===== src/rtl/spc_map.svh =====
// Constants of the standalone phrase playback controller: timing, offsets, reset values
`ifndef SPC_MAP_SVH
`define SPC_MAP_SVH

// Clock rate in hertz
`define SPC_CLK_HZ 100000000
// Settle time on the low phrase select inputs, in milliseconds
`define SPC_DEBOUNCE_MS 16
// Delay from phrase end to standby, in seconds
`define SPC_STANDBY_AFTER_VOICE_DELAY_S 0.2

// Register byte addresses
`define SPC_ADDR_CTRL 12'h000
`define SPC_ADDR_LEN 12'h004
`define SPC_ADDR_STAT 12'h008

// Register select codes
`define SPC_SEL_CTRL 2'h0
`define SPC_SEL_LEN 2'h1
`define SPC_SEL_STAT 2'h2
`define SPC_SEL_NONE 2'h3

// Control register fields and reset values
`define SPC_CTRL_STANDBY_AFTER_VOICE_BIT 0
`define SPC_CTRL_RND_BIT 1
`define SPC_CTRL_W 2
`define SPC_CTRL_RST 2'h1
`define SPC_LEN_RST 32'h00000100

// Status register field positions
`define SPC_STAT_MODE_LSB 0
`define SPC_STAT_BUSY_BIT 4
`define SPC_STAT_PHR_LSB 8
`define SPC_STAT_TEST_BIT 16
`define SPC_STAT_CSEL_BIT 17
`define SPC_STAT_DEB_BIT 18

// Pin defaults {clk_sel, test_n, rnd_n, high, low}: pulled-up pins high, pulled-down low
`define SPC_PINS_RST 10'h180
`define SPC_LFSR_SEED 7'h01

// Audio output modes
`define SPC_AUDIO_GND 2'h0
`define SPC_AUDIO_MID 2'h1
`define SPC_AUDIO_LIVE 2'h2

`endif


===== src/rtl/spc_pkg.sv =====
// Types of the standalone phrase playback controller
package spc_pkg;

    // Synchronised pin group
    typedef struct packed {
        logic clk_sel;
        logic test_n;
        logic rnd_n;
        logic [2:0] high;
        logic [3:0] low;
    } spc_pins_t;

    // Operating modes, one-hot
    typedef enum logic [3:0] {
        ST_STANDBY_AFTER_VOICE = 4'h1,
        ST_IDLE = 4'h2,
        ST_PLAY = 4'h4,
        ST_HOLD = 4'h8
    } spc_mode_t;

    // Whole state of the controller
    typedef struct packed {
        spc_mode_t mode;
        spc_pins_t s1;
        spc_pins_t s2;
        spc_pins_t s3;
        spc_pins_t filt;
        logic deb_on;
        logic [31:0] deb_cnt;
        logic [31:0] cnt;
        logic [6:0] lfsr;
        logic [6:0] phrase;
        logic [1:0] ctrl;
        logic [31:0] play_len;
        logic busy_n;
        logic osc_run;
        logic osc_second;
        logic osc_third;
        logic [1:0] audio;
        logic play_pulse;
        logic [31:0] prdata;
        logic pready;
        logic pslverr;
    } spc_regs_t;

endpackage


===== src/rtl/spc_top.sv =====
// Standalone phrase playback controller with APB register access
//
// Function
// - Reset low forces standby, stops oscillator, grounds audio, loads reset values into all state.
// - Busy output low throughout playback, high otherwise from power-on.
// - Second oscillator pin driven low in standby.
// - Third oscillator pin driven high in standby when RC selected.
// - Random request falling edge fetches random phrase address and plays it.
// - Low select change starts 16 ms wait, then capture and play of a nonzero phrase.
// - Lowest high select bit ignored while random play enabled.
// - Low selects default low; reset, random, test inputs default high.
// - Standby 0.2 s after phrase when enabled, else audio held at mid-supply.
`timescale 1ns/10ps
`include "spc_map.svh"

module spc_top #(
    parameter int DEBOUNCE_CYC = `SPC_DEBOUNCE_MS * (`SPC_CLK_HZ / 1000),
    parameter int STANDBY_AFTER_VOICE_CYC = int'(`SPC_STANDBY_AFTER_VOICE_DELAY_S * `SPC_CLK_HZ)
) (
    input wire logic CLK_I,
    input wire logic RESET_N_I,
    input wire logic CLOCK_SOURCE_SELECT_I,
    input wire logic TEST_N_I,
    input wire logic RANDOM_PLAY_REQUEST_N_I,
    input wire logic [2:0] PHRASE_SELECT_HIGH_I,
    input wire logic [3:0] PHRASE_SELECT_LOW_I,
    input wire logic PSEL,
    input wire logic PENABLE,
    input wire logic PWRITE,
    input wire logic [11:0] PADDR,
    input wire logic [31:0] PWDATA,
    output logic [31:0] PRDATA,
    output logic PREADY,
    output logic PSLVERR,
    output logic BUSY_N_O,
    output logic OSC_RUN_O,
    output logic OSCILLATOR_OUT_SECOND_O,
    output logic OSCILLATOR_OUT_THIRD_O,
    output logic [1:0] AUDIO_OUTPUT_MODE_O,
    output logic [6:0] PHRASE_O,
    output logic PLAY_START_O
);

    localparam logic [31:0] DEB_LAST = 32'(DEBOUNCE_CYC - 1);
    localparam logic [31:0] STANDBY_AFTER_VOICE_LAST = 32'(STANDBY_AFTER_VOICE_CYC - 1);

    // Everything starts in standby with pins at their pulled levels
    localparam spc_pkg::spc_regs_t RST_VAL = '{
        mode: spc_pkg::ST_STANDBY_AFTER_VOICE,
        s1: `SPC_PINS_RST,
        s2: `SPC_PINS_RST,
        s3: `SPC_PINS_RST,
        filt: `SPC_PINS_RST,
        lfsr: `SPC_LFSR_SEED,
        ctrl: `SPC_CTRL_RST,
        play_len: `SPC_LEN_RST,
        busy_n: 1'b1,
        osc_third: 1'b1,
        audio: `SPC_AUDIO_GND,
        default: '0
    };

    spc_pkg::spc_regs_t q;
    spc_pkg::spc_regs_t d;
    spc_pkg::spc_pins_t pins_in;
    spc_pkg::spc_pins_t agree;
    logic rnd_fall;
    logic low_chg;
    logic start;
    logic [6:0] phr;
    logic [1:0] sel;
    logic acc;

    // Register select from a bus address, shared by read and write paths
    function automatic logic [1:0] reg_sel(input logic [11:0] a);
        logic [1:0] s;
        s = `SPC_SEL_NONE;
        if (a == `SPC_ADDR_CTRL) begin
            s = `SPC_SEL_CTRL;
        end else if (a == `SPC_ADDR_LEN) begin
            s = `SPC_SEL_LEN;
        end else if (a == `SPC_ADDR_STAT) begin
            s = `SPC_SEL_STAT;
        end
        return s;
    endfunction

    // Phrase number from the select pins, lowest low select as bit 0
    function automatic logic [6:0] phrase_of(input spc_pkg::spc_pins_t p, input logic rnd_en);
        logic [2:0] h;
        h = p.high;
        if (rnd_en) begin
            h[0] = 1'b0;
        end
        return {h, p.low};
    endfunction

    assign pins_in = {CLOCK_SOURCE_SELECT_I, TEST_N_I, RANDOM_PLAY_REQUEST_N_I,
                      PHRASE_SELECT_HIGH_I, PHRASE_SELECT_LOW_I};
    assign acc = PSEL & PENABLE;
    assign sel = reg_sel(PADDR);

    // Next-state logic for the whole controller
    always_comb begin
        d = q;
        agree = '0;
        rnd_fall = 1'b0;
        low_chg = 1'b0;
        start = 1'b0;
        phr = q.phrase;
        // Three-stage synchroniser; a bit is taken once stages two and three agree
        d.s1 = pins_in;
        d.s2 = q.s1;
        d.s3 = q.s2;
        agree = ~(q.s2 ^ q.s3);
        d.filt = (q.s3 & agree) | (q.filt & ~agree);
        // Free-running random address source, never zero
        d.lfsr = {q.lfsr[5:0], q.lfsr[6] ^ q.lfsr[5]};
        rnd_fall = q.filt.rnd_n & ~d.filt.rnd_n;
        low_chg = d.filt.low != q.filt.low;
        d.play_pulse = 1'b0;
        // Each new change restarts the settle wait, so bouncing switches play once
        if (low_chg) begin
            d.deb_on = 1'b1;
            d.deb_cnt = DEB_LAST;
        end else if (q.deb_on) begin
            if (q.deb_cnt == 32'h00000000) begin
                d.deb_on = 1'b0;
                phr = phrase_of(q.filt, q.ctrl[`SPC_CTRL_RND_BIT]);
                start = phr != 7'h00;
            end else begin
                d.deb_cnt = q.deb_cnt - 32'h00000001;
            end
        end
        // A random request wins over a settled switch in the same cycle
        if (rnd_fall) begin
            phr = q.lfsr;
            start = 1'b1;
        end
        // Playback sequencing
        if (start) begin
            d.phrase = phr;
            d.mode = spc_pkg::ST_PLAY;
            d.cnt = q.play_len;
            d.play_pulse = 1'b1;
        end else begin
            case (q.mode)
                spc_pkg::ST_PLAY: begin
                    if (q.cnt == 32'h00000000) begin
                        if (q.ctrl[`SPC_CTRL_STANDBY_AFTER_VOICE_BIT]) begin
                            d.mode = spc_pkg::ST_HOLD;
                            d.cnt = STANDBY_AFTER_VOICE_LAST;
                        end else begin
                            d.mode = spc_pkg::ST_IDLE;
                        end
                    end else begin
                        d.cnt = q.cnt - 32'h00000001;
                    end
                end
                spc_pkg::ST_HOLD: begin
                    if (q.cnt == 32'h00000000) begin
                        d.mode = spc_pkg::ST_STANDBY_AFTER_VOICE;
                    end else begin
                        d.cnt = q.cnt - 32'h00000001;
                    end
                end
                default: begin
                    d.mode = q.mode;
                end
            endcase
        end
        // Pin and audio outputs follow the next mode so they change with it
        d.busy_n = d.mode != spc_pkg::ST_PLAY;
        d.osc_run = d.mode != spc_pkg::ST_STANDBY_AFTER_VOICE;
        d.osc_second = d.osc_run & ~q.osc_second;
        d.osc_third = d.osc_run ? (~d.filt.clk_sel & q.osc_second) : ~d.filt.clk_sel;
        case (d.mode)
            spc_pkg::ST_PLAY: d.audio = `SPC_AUDIO_LIVE;
            spc_pkg::ST_STANDBY_AFTER_VOICE: d.audio = `SPC_AUDIO_GND;
            default: d.audio = `SPC_AUDIO_MID;
        endcase
        // APB slave: one wait state, answer in the second access cycle
        d.pready = acc & ~q.pready;
        d.pslverr = 1'b0;
        if (acc & ~q.pready) begin
            d.pslverr = sel == `SPC_SEL_NONE;
            case (sel)
                `SPC_SEL_CTRL: d.prdata = {30'h00000000, q.ctrl};
                `SPC_SEL_LEN: d.prdata = q.play_len;
                `SPC_SEL_STAT: begin
                    d.prdata = 32'h00000000;
                    d.prdata[`SPC_STAT_MODE_LSB +: 4] = q.mode;
                    d.prdata[`SPC_STAT_BUSY_BIT] = q.busy_n;
                    d.prdata[`SPC_STAT_PHR_LSB +: 7] = q.phrase;
                    d.prdata[`SPC_STAT_TEST_BIT] = q.filt.test_n;
                    d.prdata[`SPC_STAT_CSEL_BIT] = q.filt.clk_sel;
                    d.prdata[`SPC_STAT_DEB_BIT] = q.deb_on;
                end
                default: d.prdata = 32'h00000000;
            endcase
        end
        // Writes land only at the completing edge
        if (acc & q.pready & PWRITE) begin
            if (sel == `SPC_SEL_CTRL) begin
                d.ctrl = PWDATA[`SPC_CTRL_W-1:0];
            end else if (sel == `SPC_SEL_LEN) begin
                d.play_len = PWDATA;
            end
        end
    end

    // State register; reset puts everything back to standby
    always_ff @(posedge CLK_I or negedge RESET_N_I) begin
        if (!RESET_N_I) begin
            q <= RST_VAL;
        end else begin
            q <= d;
        end
    end

    // Outputs straight from state flip-flops
    assign PRDATA = q.prdata;
    assign PREADY = q.pready;
    assign PSLVERR = q.pslverr;
    assign BUSY_N_O = q.busy_n;
    assign OSC_RUN_O = q.osc_run;
    assign OSCILLATOR_OUT_SECOND_O = q.osc_second;
    assign OSCILLATOR_OUT_THIRD_O = q.osc_third;
    assign AUDIO_OUTPUT_MODE_O = q.audio;
    assign PHRASE_O = q.phrase;
    assign PLAY_START_O = q.play_pulse;

endmodule


===== config.mk =====
export PLATFORM = sky130hd
export DESIGN_NAME = spc_top
export DESIGN_NICKNAME = d
export VERILOG_FILES = /design/src/rtl/spc_pkg.sv /design/src/rtl/spc_top.sv
export VERILOG_INCLUDE_DIRS = /design/src /design/src/rtl
export SDC_FILE = /design/constraint.sdc
export NUM_CORES = 1
export LEC_CHECK = 0
export BUFFER_PORTS_ARGS = -buffer_cell sky130_fd_sc_hd__buf_2
export CORE_AREA = 2 2 194 196
export DETAILED_ROUTE_END_ITERATION = 12
export DIE_AREA = 0 0 196 198
export PLACE_DENSITY_LB_ADDON = 0.12
export SYNTH_ARGS = -nofsm -noshare
export SYNTH_HDL_FRONTEND = slang
export SYNTH_SLANG_ARGS = --single-unit

===== constraint.sdc =====
create_clock -name CLK_I -period 5.7 [get_ports CLK_I]
set_clock_uncertainty 0.15 [all_clocks]
set_input_delay 0.57 -clock CLK_I [delete_from_list [all_inputs] [get_ports CLK_I]]
set_output_delay 0.57 -clock CLK_I [all_outputs]
set_load 0.02 [all_outputs]

# == Word level (Yosys, flattened, before mapping) ==
# Index checks and enable logic that the tools add are counted.
# op_classes
n_mux,34
reduce_logical,14
n_eq_ne,16
add_sub_neg,2
n_bitwise,19
# op_table
op,count
32-bit two-way mux,5
32-bit one-hot mux with 3 select lines,1
33-bit two-way mux,2
32-bit zero test,2
32-bit one-hot mux with 2 select lines,1
"32-bit by 1-bit subtractor with 32-bit output, second input constant",2
7-bit two-way mux,4
10-bit bitwise AND,2
10-bit NOT,2
4-bit two-way mux,4
1-bit two-way mux,13
"12-bit by 3-bit equality test with 1-bit output, second input constant",1
"12-bit by 4-bit equality test with 1-bit output, second input constant",1
12-bit zero test,1
10-bit bitwise OR,1
10-bit bitwise XOR,1
"4-bit by 3-bit equality test with 1-bit output, second input constant",2
4-bit one-hot mux with 2 select lines,1
1-bit bitwise AND,7
7-bit nonzero test,1
3-bit AND reduction,2
2-bit nonzero test,3
1-bit NOT,5
"2-bit equality test, second input constant",2
16 further kinds,19
# totals
register_bits,198
wordCells,122
input_bits,59
out_inout_bits,48

# == Logic depth before layout (Yosys ltp) ==
# Gate-level depths: netlist (run 1).
# depth
ltp_word,15
ltp_mapped,9
depth_no_buf,8

# == Least setup slack after synthesis (run 1) ==
# Ideal clock, no wire load.
# synth_path
kind,register -> register
startpoint,register q[91] (netlist bit)
endpoint,register q[116] (netlist bit)
path_slack_ps,2868
path_buffers,1
synth_period_minus_slack_ps,2832
path_stages_with_launch,8
setup_time_ps,133
required_time_ps,5417
arrival_ps,2549
path_cell_list,dfrtp_1 > or4_4 > or4_4 > or4_1 > clkbuf_1 > o21a_1 > o211ai_1 > o211ai_1
# synth_between
elab_chain_cells,4
elab_cells_between_ends,9
cone_classes,add/sub: 1; eq/ne: 2; mux: 4; reduce/logical: 2
# synth_lines
item,line,rtl
"start, declared",spc_top.sv:63,spc_pkg::spc_regs_t q;
"start signal, assigned",spc_top.sv:215,q <= RST_VAL;
"start signal, assigned",spc_top.sv:217,q <= d;
32-bit by 1-bit subtractor with 32-bit output / 32-bit zero test (equally long branches),--,
"32-bit two-way mux, on equally long branches","spc_top.sv:161, spc_top.sv:149",
32-bit one-hot mux with 2 select lines,spc_top.sv:147,case (q.mode)
32-bit two-way mux,spc_top.sv:141,if (start) begin
# Parallel ways exist; a longest one is shown, timed or not. The select of a mux whose other input is x is not followed.
# A chain may end at the register's enable or synchronous reset.

# == Worst setup path in the final report (run 1) ==
# layout_path
startpoint,register q[125] (netlist bit)
endpoint,register q[113] (netlist bit)
# layout_between
elab_chain_cells,7
elab_cells_between_ends,10
cone_classes,eq/ne: 2; mux: 5; reduce/logical: 3
# layout_lines
item,line,rtl
32-bit zero test (*),spc_top.sv:127,if (q.deb_cnt == 32'h00000000) begin
1-bit two-way mux (*),spc_top.sv:127,
1-bit two-way mux (*),spc_top.sv:126,end else if (q.deb_on) begin
1-bit two-way mux (*),spc_top.sv:123,if (low_chg) begin
1-bit two-way mux (*),spc_top.sv:136,if (rnd_fall) begin
"4-bit inequality test (no line), or another cell as far along",--,
3-bit AND reduction (no line),--,
# Mark *: on every way between the ends. The rest lies on a longest branch, timed or not.

==> flow_metrics.py, run 1 <==
metrics = {
    "cells_and_area": {
        "drive_gt1_share_pct": 23.0,
        "fin_area_um2": 10500,
        "instances_no_fill": 1408,
        "area_growth_pct": 15.7,
        "fillers": 3876,
        "antenna-diode-count": 0,
        "fin_nets": 983,
    },
    "place": {
        "hpwl_um": 17000,
        "dp_cells": 1376,
        "place.gp.congestion": 0.751,
        "placed_cell_area_um2": 9840,
        "portBuffers": 106,
    },
    "sta": {
        "post-route-period-util_pct": 63.8,
        "fin_setup_tns_ns": 0,
        "max_slew_margin_pct": 29.4,
        "finalSetupViolCount": 0,
        "drv_slew": 0,
        "tightest_slew_ns": 1.06,
        "holdWs_ns": 0.0106,
        "final.min_clock_period_ns": 3.64,
        "timing.fmax_ghz": 0.275,
        "finalHoldViolCount": 0,
        "rsz0062_at_grt": "no",
    },
    "setup_path": {
        "path_cells": "or4_1 > nor4_2 > and4_1 > a31oi_4 > buf_4 > inv_2 > o32a_1 > o211a_1",
        "slowest_stage": "inv_2",
        "crit_buf_inv": 2,
        "critical_path_arrival_ns": 3.87,
        "start_kind": "flip-flop",
        "crit_type": "reg -> reg",
        "path_delay_family": "simple AND/OR/NAND/NOR gates",
        "cp-end-kind": "flip-flop",
        "required_ns": 5.94,
        "cp_max_fo": 45,
        "max_stage_delay_ns": 0.65,
    },
    "cts": {
        "cts_tree": "yes",
        "ctsResizeCount": 0,
        "insertion_delay_ns": 0.45,
        "cts.sinks": 198,
        "numCtsBuffers": 17,
        "cts_root_buf": "clkbuf_16",
        "hold_buffers": 0,
        "cts_buffer_depth": 2,
        "cts_setup_buffers": 0,
        "clk_pin_slew_ns": 0.07,
        "h-tree-depth": 4,
    },
    "route": {
        "drtAntennaViolNets": 0,
        "route.detailed.drc": 0,
        "route.final.wire_length_um": 25200,
        "drtPass1Iterations": 5,
        "drtIter0Drc": 357,
        "via_per_inst": 4.62,
        "wl_per_cell_um": 17.9,
        "vias": 6505,
    },
    "floorplanning": {
        "ioPinCount": 107,
        "die_width_um": 196,
        "rows": 71,
        "initial_core_util_pct": 24.5,
        "dieArea_um2": 38800,
        "die_h_um": 198,
        "core_area_um2": 37000,
    },
    "logic_synthesis": {
        "synth_nets": 933,
        "ys_ff_latch": 198,
        "synthArstFlopShare_pct": 100,
        "yosysTopAreaCell": "dfrtp_1",
        "synth_edf_count": 0,
        "ys_seq_area_share_pct": 54.9,
        "post_synth.cell_area_avg_um2": 10.4,
        "netlist.area_leader.share_pct": 50.9,
        "synth_flop_cell": "dfrtp_1",
        "synthCells": 871,
        "yosysMostFrequentCell": "dfrtp_1",
        "ys_top_cells_by_area": "dfrtp_1 (51%), nand2_1 (4.6%), mux2_2 (4.2%)",
        "syn_area_um2": 9050,
        "ys_top_cells_by_count": "dfrtp_1 (184), nand2_1 (112), nor2_1 (64)",
        "yosysUniqueCellTypes": 65,
        "yosysWarnings": 0,
    },
    "worst_hold_path": {
        "min_path_type": "in -> async",
    },
    "job": {
        "drv_cap": 0,
    },
    "power_and_ir_drop": {
        "power_w": 0.00322,
        "p_leak_nw": 4.59,
        "power.density_nw_per_um2": 307,
        "peakVddDrop_uv": 241,
    },
    "grt": {
        "met3_usage_pct": 2.67,
        "grt_antenna_before_repair": 0,
        "grt_pass1_wl_um": 40000,
        "grt_usage_pct": 13.6,
        "use_met2_pct": 20.7,
        "grt_overflow": 0,
        "grt_pass1_vias": 6626,
        "grt_max_degree": 104,
        "top_usage_layer": "met2",
        "grt.met1_usage_pct": 19.5,
    },
    "run_status": {
        "status": "completed",
    },
}
## final cells by class
| type | count | area, µm² | share of cell area (%) |
|---|---|---|---|
| multi-input cells | 580 | 3620 | 34.6 |
| inverters | 11 | 41.3 | 0.394 |
| flip-flops and latches | 198 | 4970 | 47.5 |
| repair buffers | 113 | 604 | 5.77 |
| clock buffers | 19 | 443 | 4.23 |
| well taps | 474 | 593 | 5.66 |
| clock inverters | 13 | 194 | 1.85 |
## routing by layer
metal / up-vias / wire, µm / part of all wire [%]
met5: - / 0 / 0
met4: 0 / 244 / 0.97
met3: 11 / 935 / 3.7
met2: 130 / 11100 / 44
met1: 3176 / 12900 / 51
li1: 3188 / - / -
## power by group
part	internal [W]	switching [W]	total, W	leakage (nW)
combinational	0.000123	0.000194	0.000317	1.78
clock	0.000755	0.000593	0.00135	0.303
sequential	0.00147	0.0000774	0.00155	2.51
total	0.00235	0.000864	0.00322	4.59
## stage by stage
stage / worst slack [ns] / util, %
after floorplan: 2.87 / -
after global placement: 2.13 / 26.6
after detailed placement: 2.01 / 26.6
after CTS: 2.00 / 28.3
after global routing: 1.74 / 28.3
final: 2.06 / 28.3
## state kept, by name, summed over array words and instances, names as in the netlist, 2 cells and up, named ones only
name / count
PHRASE_O: 7
q: 120
AUDIO_OUTPUT_MODE_O: 2
PRDATA: 32
d: 26
## path summary, 6_finish.rpt
check,start,to,slack [ns],cells past startpoint
max,q[125],q[113],2.06,8
min,RESET_N_I,d[168],0.01,1
max reg2reg,q[125],q[113],2.06,8
min reg2reg,d[174],d[164],0.20,0
max in group asynchronous,RESET_N_I,q[106],4.34,2
min in group CLK_I,TEST_N_I,d[182],0.07,1
## logic make-up after synthesis
logic type,count (synthesis),synth area share (%)
xor gates and xnor gates,25,2.42
buffers and inverters,93,5.58
muxes,48,5.78
AOI/OAI and AO/OA,146,10.4
adders and majority gates,9,1.08
and+or+nand+nor,352,19.8
DFF,198,54.9
## cells in the final DEF (no fill, tap or decap), types with 17 or more instances in the layout
master	count
mux2_2	34
buf_2	105
nor3_1	22
nand4_1	20
a21oi_1	28
clkbuf_16	17
xor2_1	21
nand3_1	45
o21ai_0	47
nor2_1	63
dfrtp_1	184
nand2_1	112
nor4_1	17
Note: power is estimated with default switching activity, not from simulation.
==> run 2, diff against run 1 <==
- clock period: 5.7 -> 3.05 ns (I/O delays scaled with it)
==> run 2 against run 1 <==
Compared with the run above: non-clock buffer count grew 90; total power grew 85%; combinational power increased by 140%; count of clock-buffer cells in the layout decreased by 1; hold slack better by 0.11 ns; first-iteration DRC count is 16% lower; critical path depth down 2; maximum frequency is 26% higher; critical path type unchanged.
==> flow_metrics.py, run 2 (synthesized netlist as in run 1, its figures left out) <==
metrics = {
    "cts": {
        "cts_tree": "yes",
        "numCtsBuffers": 17,
        "cts_buffer_depth": 2,
        "clk_pin_slew_ns": 0.08,
        "cts_root_buf": "clkbuf_16",
        "cts.sinks": 198,
        "h-tree-depth": 4,
        "insertion_delay_ns": 0.46,
        "cts_setup_buffers": 0,
    },
    "setup_path": {
        "crit_buf_inv": 0,
        "worstRegToRegCells": 6,
        "path_delay_family": "simple AND/OR/NAND/NOR gates",
        "reg2reg_from": "q[91]",
        "critical_path_arrival_ns": 3.06,
        "cp-end-kind": "flip-flop",
        "max_stage_delay_ns": 0.69,
        "start_kind": "flip-flop",
        "slowest_stage": "or4_1",
        "crit_start": "q[91]",
        "regToRegEndpoint": "q[116]",
        "path_cells": "or4_4 > or4_4 > or4_1 > o21a_1 > o211ai_1 > o211ai_1",
        "crit_type": "reg -> reg",
        "path_depth": 6,
        "required_ns": 3.23,
        "crit_path_end": "q[116]",
        "rrSetupSlack_ns": 0.17,
        "cp_max_fo": 6,
    },
    "floorplanning": {
        "die_h_um": 198,
        "die_width_um": 196,
        "ioPinCount": 107,
        "initial_core_util_pct": 24.5,
        "rows": 71,
        "dieArea_um2": 38800,
        "core_area_um2": 37000,
    },
    "route": {
        "via_per_inst": 4.55,
        "drtPass1Iterations": 4,
        "drtIter0Drc": 301,
        "route.final.wire_length_um": 26200,
        "route.detailed.drc": 0,
        "wl_per_cell_um": 17.5,
        "drtAntennaViolNets": 0,
        "vias": 6811,
    },
    "worst_hold_path": {
        "min_path_type": "in -> reg",
    },
    "grt": {
        "grt_max_degree": 66,
        "grt_overflow": 0,
        "grt_pass1_wl_um": 41600,
        "grt_antenna_before_repair": 0,
        "grt_pass1_vias": 7038,
        "grt_usage_pct": 14.2,
    },
    "power_and_ir_drop": {
        "peakVddDrop_uv": 395,
        "power_w": 0.00594,
        "p_seq_share_pct": 48.3,
        "pwr-share-clk_pct": 38.9,
        "p_leak_nw": 5.01,
        "power.density_nw_per_um2": 527,
        "internal_power_w": 0.00426,
        "netSwitchingFraction_pct": 28.3,
        "pwr-share-comb_pct": 12.8,
        "p_switching_w": 0.00168,
    },
    "sta": {
        "rsz0062_at_grt": "no",
        "finalHoldViolCount": 0,
        "finalSetupViolCount": 0,
        "timing.fmax_ghz": 0.347,
        "post-route-period-util_pct": 94.4,
        "fin_setup_tns_ns": 0,
        "tightest_slew_ns": 0.756,
        "holdWs_ns": 0.118,
        "final.min_clock_period_ns": 2.88,
        "drv_slew": 0,
        "max_slew_margin_pct": 49.5,
    },
    "cells_and_area": {
        "largest_register_ffs": 120,
        "instances_no_fill": 1498,
        "antenna-diode-count": 0,
        "area_growth_pct": 24.4,
        "fin_nets": 1073,
        "drive_gt1_share_pct": 25.4,
        "largest_register": "q",
        "layout_common_cells": "dfrtp_1 (184), nand2_1 (112), buf_2 (105)",
        "final_common_cell": "dfrtp_1",
    },
    "place": {
        "hpwl_um": 18500,
        "dp_cells": 1423,
        "place.gp.congestion": 0.760,
        "portBuffers": 106,
    },
    "job": {
        "drv_cap": 0,
    },
    "run_status": {
        "status": "completed",
    },
}
[run 2: changes by cell type in the layout (fill, tap and decap cells not counted), sizes merged]
cell         change
buf             +47
dlygate4sd3     +43
bufinv           -3
clkinv           +3
inv              +3
clkinvlp         -2
clkbuf           -1
[run 2: worst min-delay path: cells and delay by family]
family	cells	cell delay (ns)
buf+inv	1	0.14
simple gates	2	0.13
compound gates	1	0.11
[run 2: final cells by class]
cell class / count / area [µm²]
Multi-Input combinational cell: 580 / 3610
Clock buffer: 18 / 429
Tap cell: 474 / 593
Timing Repair Buffer: 203 / 1450
Clock inverter: 14 / 164
Sequential cell: 198 / 4970
Inverter: 11 / 41.3
Fill cell: 3892 / 25700
[run 2: stage by stage]
step	worst slack (ns)	cell area, µm²	util (%)
2_1_floorplan	0.218	9050	-
3_3_place_gp	0.203	10200	27.7
3_5_place_dp	0.163	10200	27.7
4_1_cts	0.175	11300	30.5
5_1_grt	0.0862	11300	30.5
6_report	0.171	11300	30.5
[run 2: repair_timing]
item | in CTS | in global routing
gates resized for setup | 0 | 0
endpoints found under the hold margin | 96 | 0
hold buffers | 43 | 0
[run 2: worst min-delay path by stage]
stage	startpoint	to	slack [ns]	cells after the start
2_1_floorplan	RESET_N_I	AUDIO_OUTPUT_MODE_O[0]	-0.14	0
3_3_place_gp	d[175]	d[165]	0.18	0
5_1_grt	PADDR[3]	PRDATA[1]	0.13	4
3_5_place_dp	d[176]	d[166]	0.18	0
6_report	PADDR[3]	PRDATA[0]	0.12	4
4_1_cts	PADDR[3]	PRDATA[0]	0.09	4
[run 2: power groups by stage]
stage,sequential (W),combinational (W),clock [W]
4_1_cts,0.00287,0.000772,0.00242
2_1_floorplan,0.00291,0.000392,0
3_3_place_gp,0.00293,0.000734,0
5_1_grt,0.00289,0.000855,0.00252
3_5_place_dp,0.00292,0.000724,0
6_report,0.00287,0.000758,0.00231
[run 2: metal layers]
layer | up-vias | track usage, % | share of wire (%)
li1 | 3361 | - | -
met1 | 3308 | 18.9 | 48
met2 | 134 | 23.3 | 47
met3 | 8 | 3.07 | 3.8
met4 | 0 | 3.59 | 0.65
met5 | - | 0 | 0
==> run 3, diff against run 2 <==
- CELL_PAD_IN_SITES_DETAIL_PLACEMENT: unset -> 1
- CELL_PAD_IN_SITES_GLOBAL_PLACEMENT: unset -> 1
- SLEW_MARGIN: unset -> 20
==> run 3 against run 2 <==
Compared with the run above: design area is 0.23% higher; clock power is 6% higher; sequential power hardly changed; hold slack worse by 0.012 ns; combinational power is 2% lower; die area stayed put; total power is 2.2% higher; largest cell class unchanged; largest power group unchanged.
==> flow_metrics.py, run 3 (synthesized netlist as in run 1, its figures left out) <==
metrics = {
    "grt": {
        "grt_pass1_vias": 7442,
        "grt_overflow": 0,
        "grt_usage_pct": 15.0,
        "grt_antenna_before_repair": 0,
        "grt_pass1_wl_um": 44200,
        "grt_max_degree": 83,
    },
    "cells_and_area": {
        "fin_area_um2": 11300,
        "area_growth_pct": 24.7,
        "instances_no_fill": 1498,
        "fillers": 4196,
        "drive_gt1_share_pct": 25.5,
        "antenna-diode-count": 0,
        "largest_register": "q",
        "final_util_pct": 30.5,
        "multi_input_area_um2": 3610,
        "fin_nets": 1073,
        "layout_common_cells": "dfrtp_1 (184), nand2_1 (112), buf_2 (105)",
        "regArea_um2": 4970,
        "largest_register_ffs": 120,
        "final_common_cell": "dfrtp_1",
    },
    "route": {
        "vias": 6987,
        "route.final.wire_length_um": 27500,
        "drtPass1Iterations": 4,
        "via_per_inst": 4.66,
        "wl_per_cell_um": 18.4,
        "drtIter0Drc": 309,
        "route.detailed.drc": 0,
        "drtAntennaViolNets": 0,
    },
    "power_and_ir_drop": {
        "pwr-share-clk_pct": 40.2,
        "p_seq_share_pct": 47.6,
        "power.density_nw_per_um2": 538,
        "internal_power_w": 0.00423,
        "p_leak_nw": 5.02,
        "netSwitchingFraction_pct": 30.3,
        "pwr-share-comb_pct": 12.2,
        "p_switching_w": 0.00184,
        "peakVddDrop_uv": 401,
    },
    "cts": {
        "ctsResizeCount": 0,
        "cts_buffer_depth": 2,
        "insertion_delay_ns": 0.46,
        "h-tree-depth": 4,
        "numCtsBuffers": 17,
        "cts_root_buf": "clkbuf_16",
        "clk_pin_slew_ns": 0.09,
        "cts_tree": "yes",
        "cts.sinks": 198,
    },
    "setup_path": {
        "crit_start": "q[94]",
        "start_kind": "flip-flop",
        "reg2reg_from": "q[94]",
        "required_ns": 3.24,
        "crit_type": "reg -> reg",
        "critical_path_arrival_ns": 3.10,
        "cp_max_fo": 6,
        "cp-end-kind": "flip-flop",
    },
    "sta": {
        "drv_slew": 0,
        "fin_setup_tns_ns": 0,
        "final.min_clock_period_ns": 2.91,
        "max_slew_margin_pct": 48.5,
        "finalHoldViolCount": 0,
        "post-route-period-util_pct": 95.3,
        "holdWs_ns": 0.106,
        "finalSetupViolCount": 0,
        "tightest_slew_ns": 0.770,
        "rsz0062_at_grt": "no",
        "timing.fmax_ghz": 0.344,
    },
    "place": {
        "dp_cells": 1423,
        "hpwl_um": 19400,
        "portBuffers": 106,
        "placed_cell_area_um2": 10200,
        "place.gp.congestion": 0.734,
    },
    "job": {
        "drv_cap": 0,
    },
    "floorplanning": {
        "die_h_um": 198,
        "core_area_um2": 37000,
        "die_width_um": 196,
        "initial_core_util_pct": 24.5,
        "ioPinCount": 107,
        "dieArea_um2": 38800,
        "rows": 71,
    },
    "run_status": {
        "status": "completed",
    },
    "worst_hold_path": {
        "min-delay-start": "PADDR[3]",
        "min_path_type": "in -> reg",
    },
}
[run 3: changes by cell type in the layout (fill, tap and decap cells not counted)]
cell,delta
clkinvlp_4,-1
bufinv_16,-1
inv_6,-3
clkinv_8,+2
inv_8,+2
buf_12,-1
clkbuf_1,-1
clkinv_4,-1
inv_12,+4
clkinv_2,-1
buf_4,+1
[run 3: power groups by stage]
stage                     combinational, W  clock (W)  sequential [W]
after CTS                         0.000759    0.00254         0.00289
after detailed placement          0.000713          0         0.00294
final                             0.000740    0.00244         0.00289
after global placement            0.000706          0         0.00294
after floorplan                   0.000392          0         0.00291
after global routing              0.000830    0.00263         0.00292
[run 3: area by class of cell]
class / instances / share of cell area, %
inverters: 11 / 0.366
repair buffers: 203 / 12.7
multi-input cells: 580 / 32.0
clock buffers: 17 / 3.77
clock inverters: 15 / 1.83
flip-flops and latches: 198 / 44.0
well taps: 474 / 5.25
[run 3: worst max-delay path, cell delays in order (launching register included)]
cell	delay, ns
dfrtp_1	0.43
or4_4	0.52
or4_4	0.57
or4_1	0.69
o21a_1	0.17
o211ai_1	0.15
o211ai_1	0.11
[run 3: per-stage QoR]
stage,power [W],setup slack [ns]
detailed placement,0.00365,0.124
CTS,0.00619,0.116
global placement,0.00364,0.142
floorplan,0.00330,0.218
finish,0.00607,0.144
global route,0.00638,0.00566
[run 3: worst paths after layout]
check | slack, ns | to | cells after the start
worst max-delay path | 0.14 | q[116] | 6
worst min-delay path | 0.11 | PSLVERR | 3
worst max register to register | 0.14 | q[116] | 6
worst min register to register | 0.21 | d[164] | 0
max in group asynchronous | 1.56 | q[172] | 3
min in group asynchronous | 0.28 | OSC_RUN_O | 2
[run 3: per-layer routing]
metal	vias to the layer above	GRT usage, %	routed length [µm]
li1	3359	-	-
met1	3524	20.5	13400
met2	93	24.6	13100
met3	11	2.69	784
met4	0	3.65	227
met5	-	0	0
[run 3: what timing repair did]
action	in CTS	in global routing
hold buffers	43	0
setup buffers	0	0
endpoints found under the hold margin	118	0
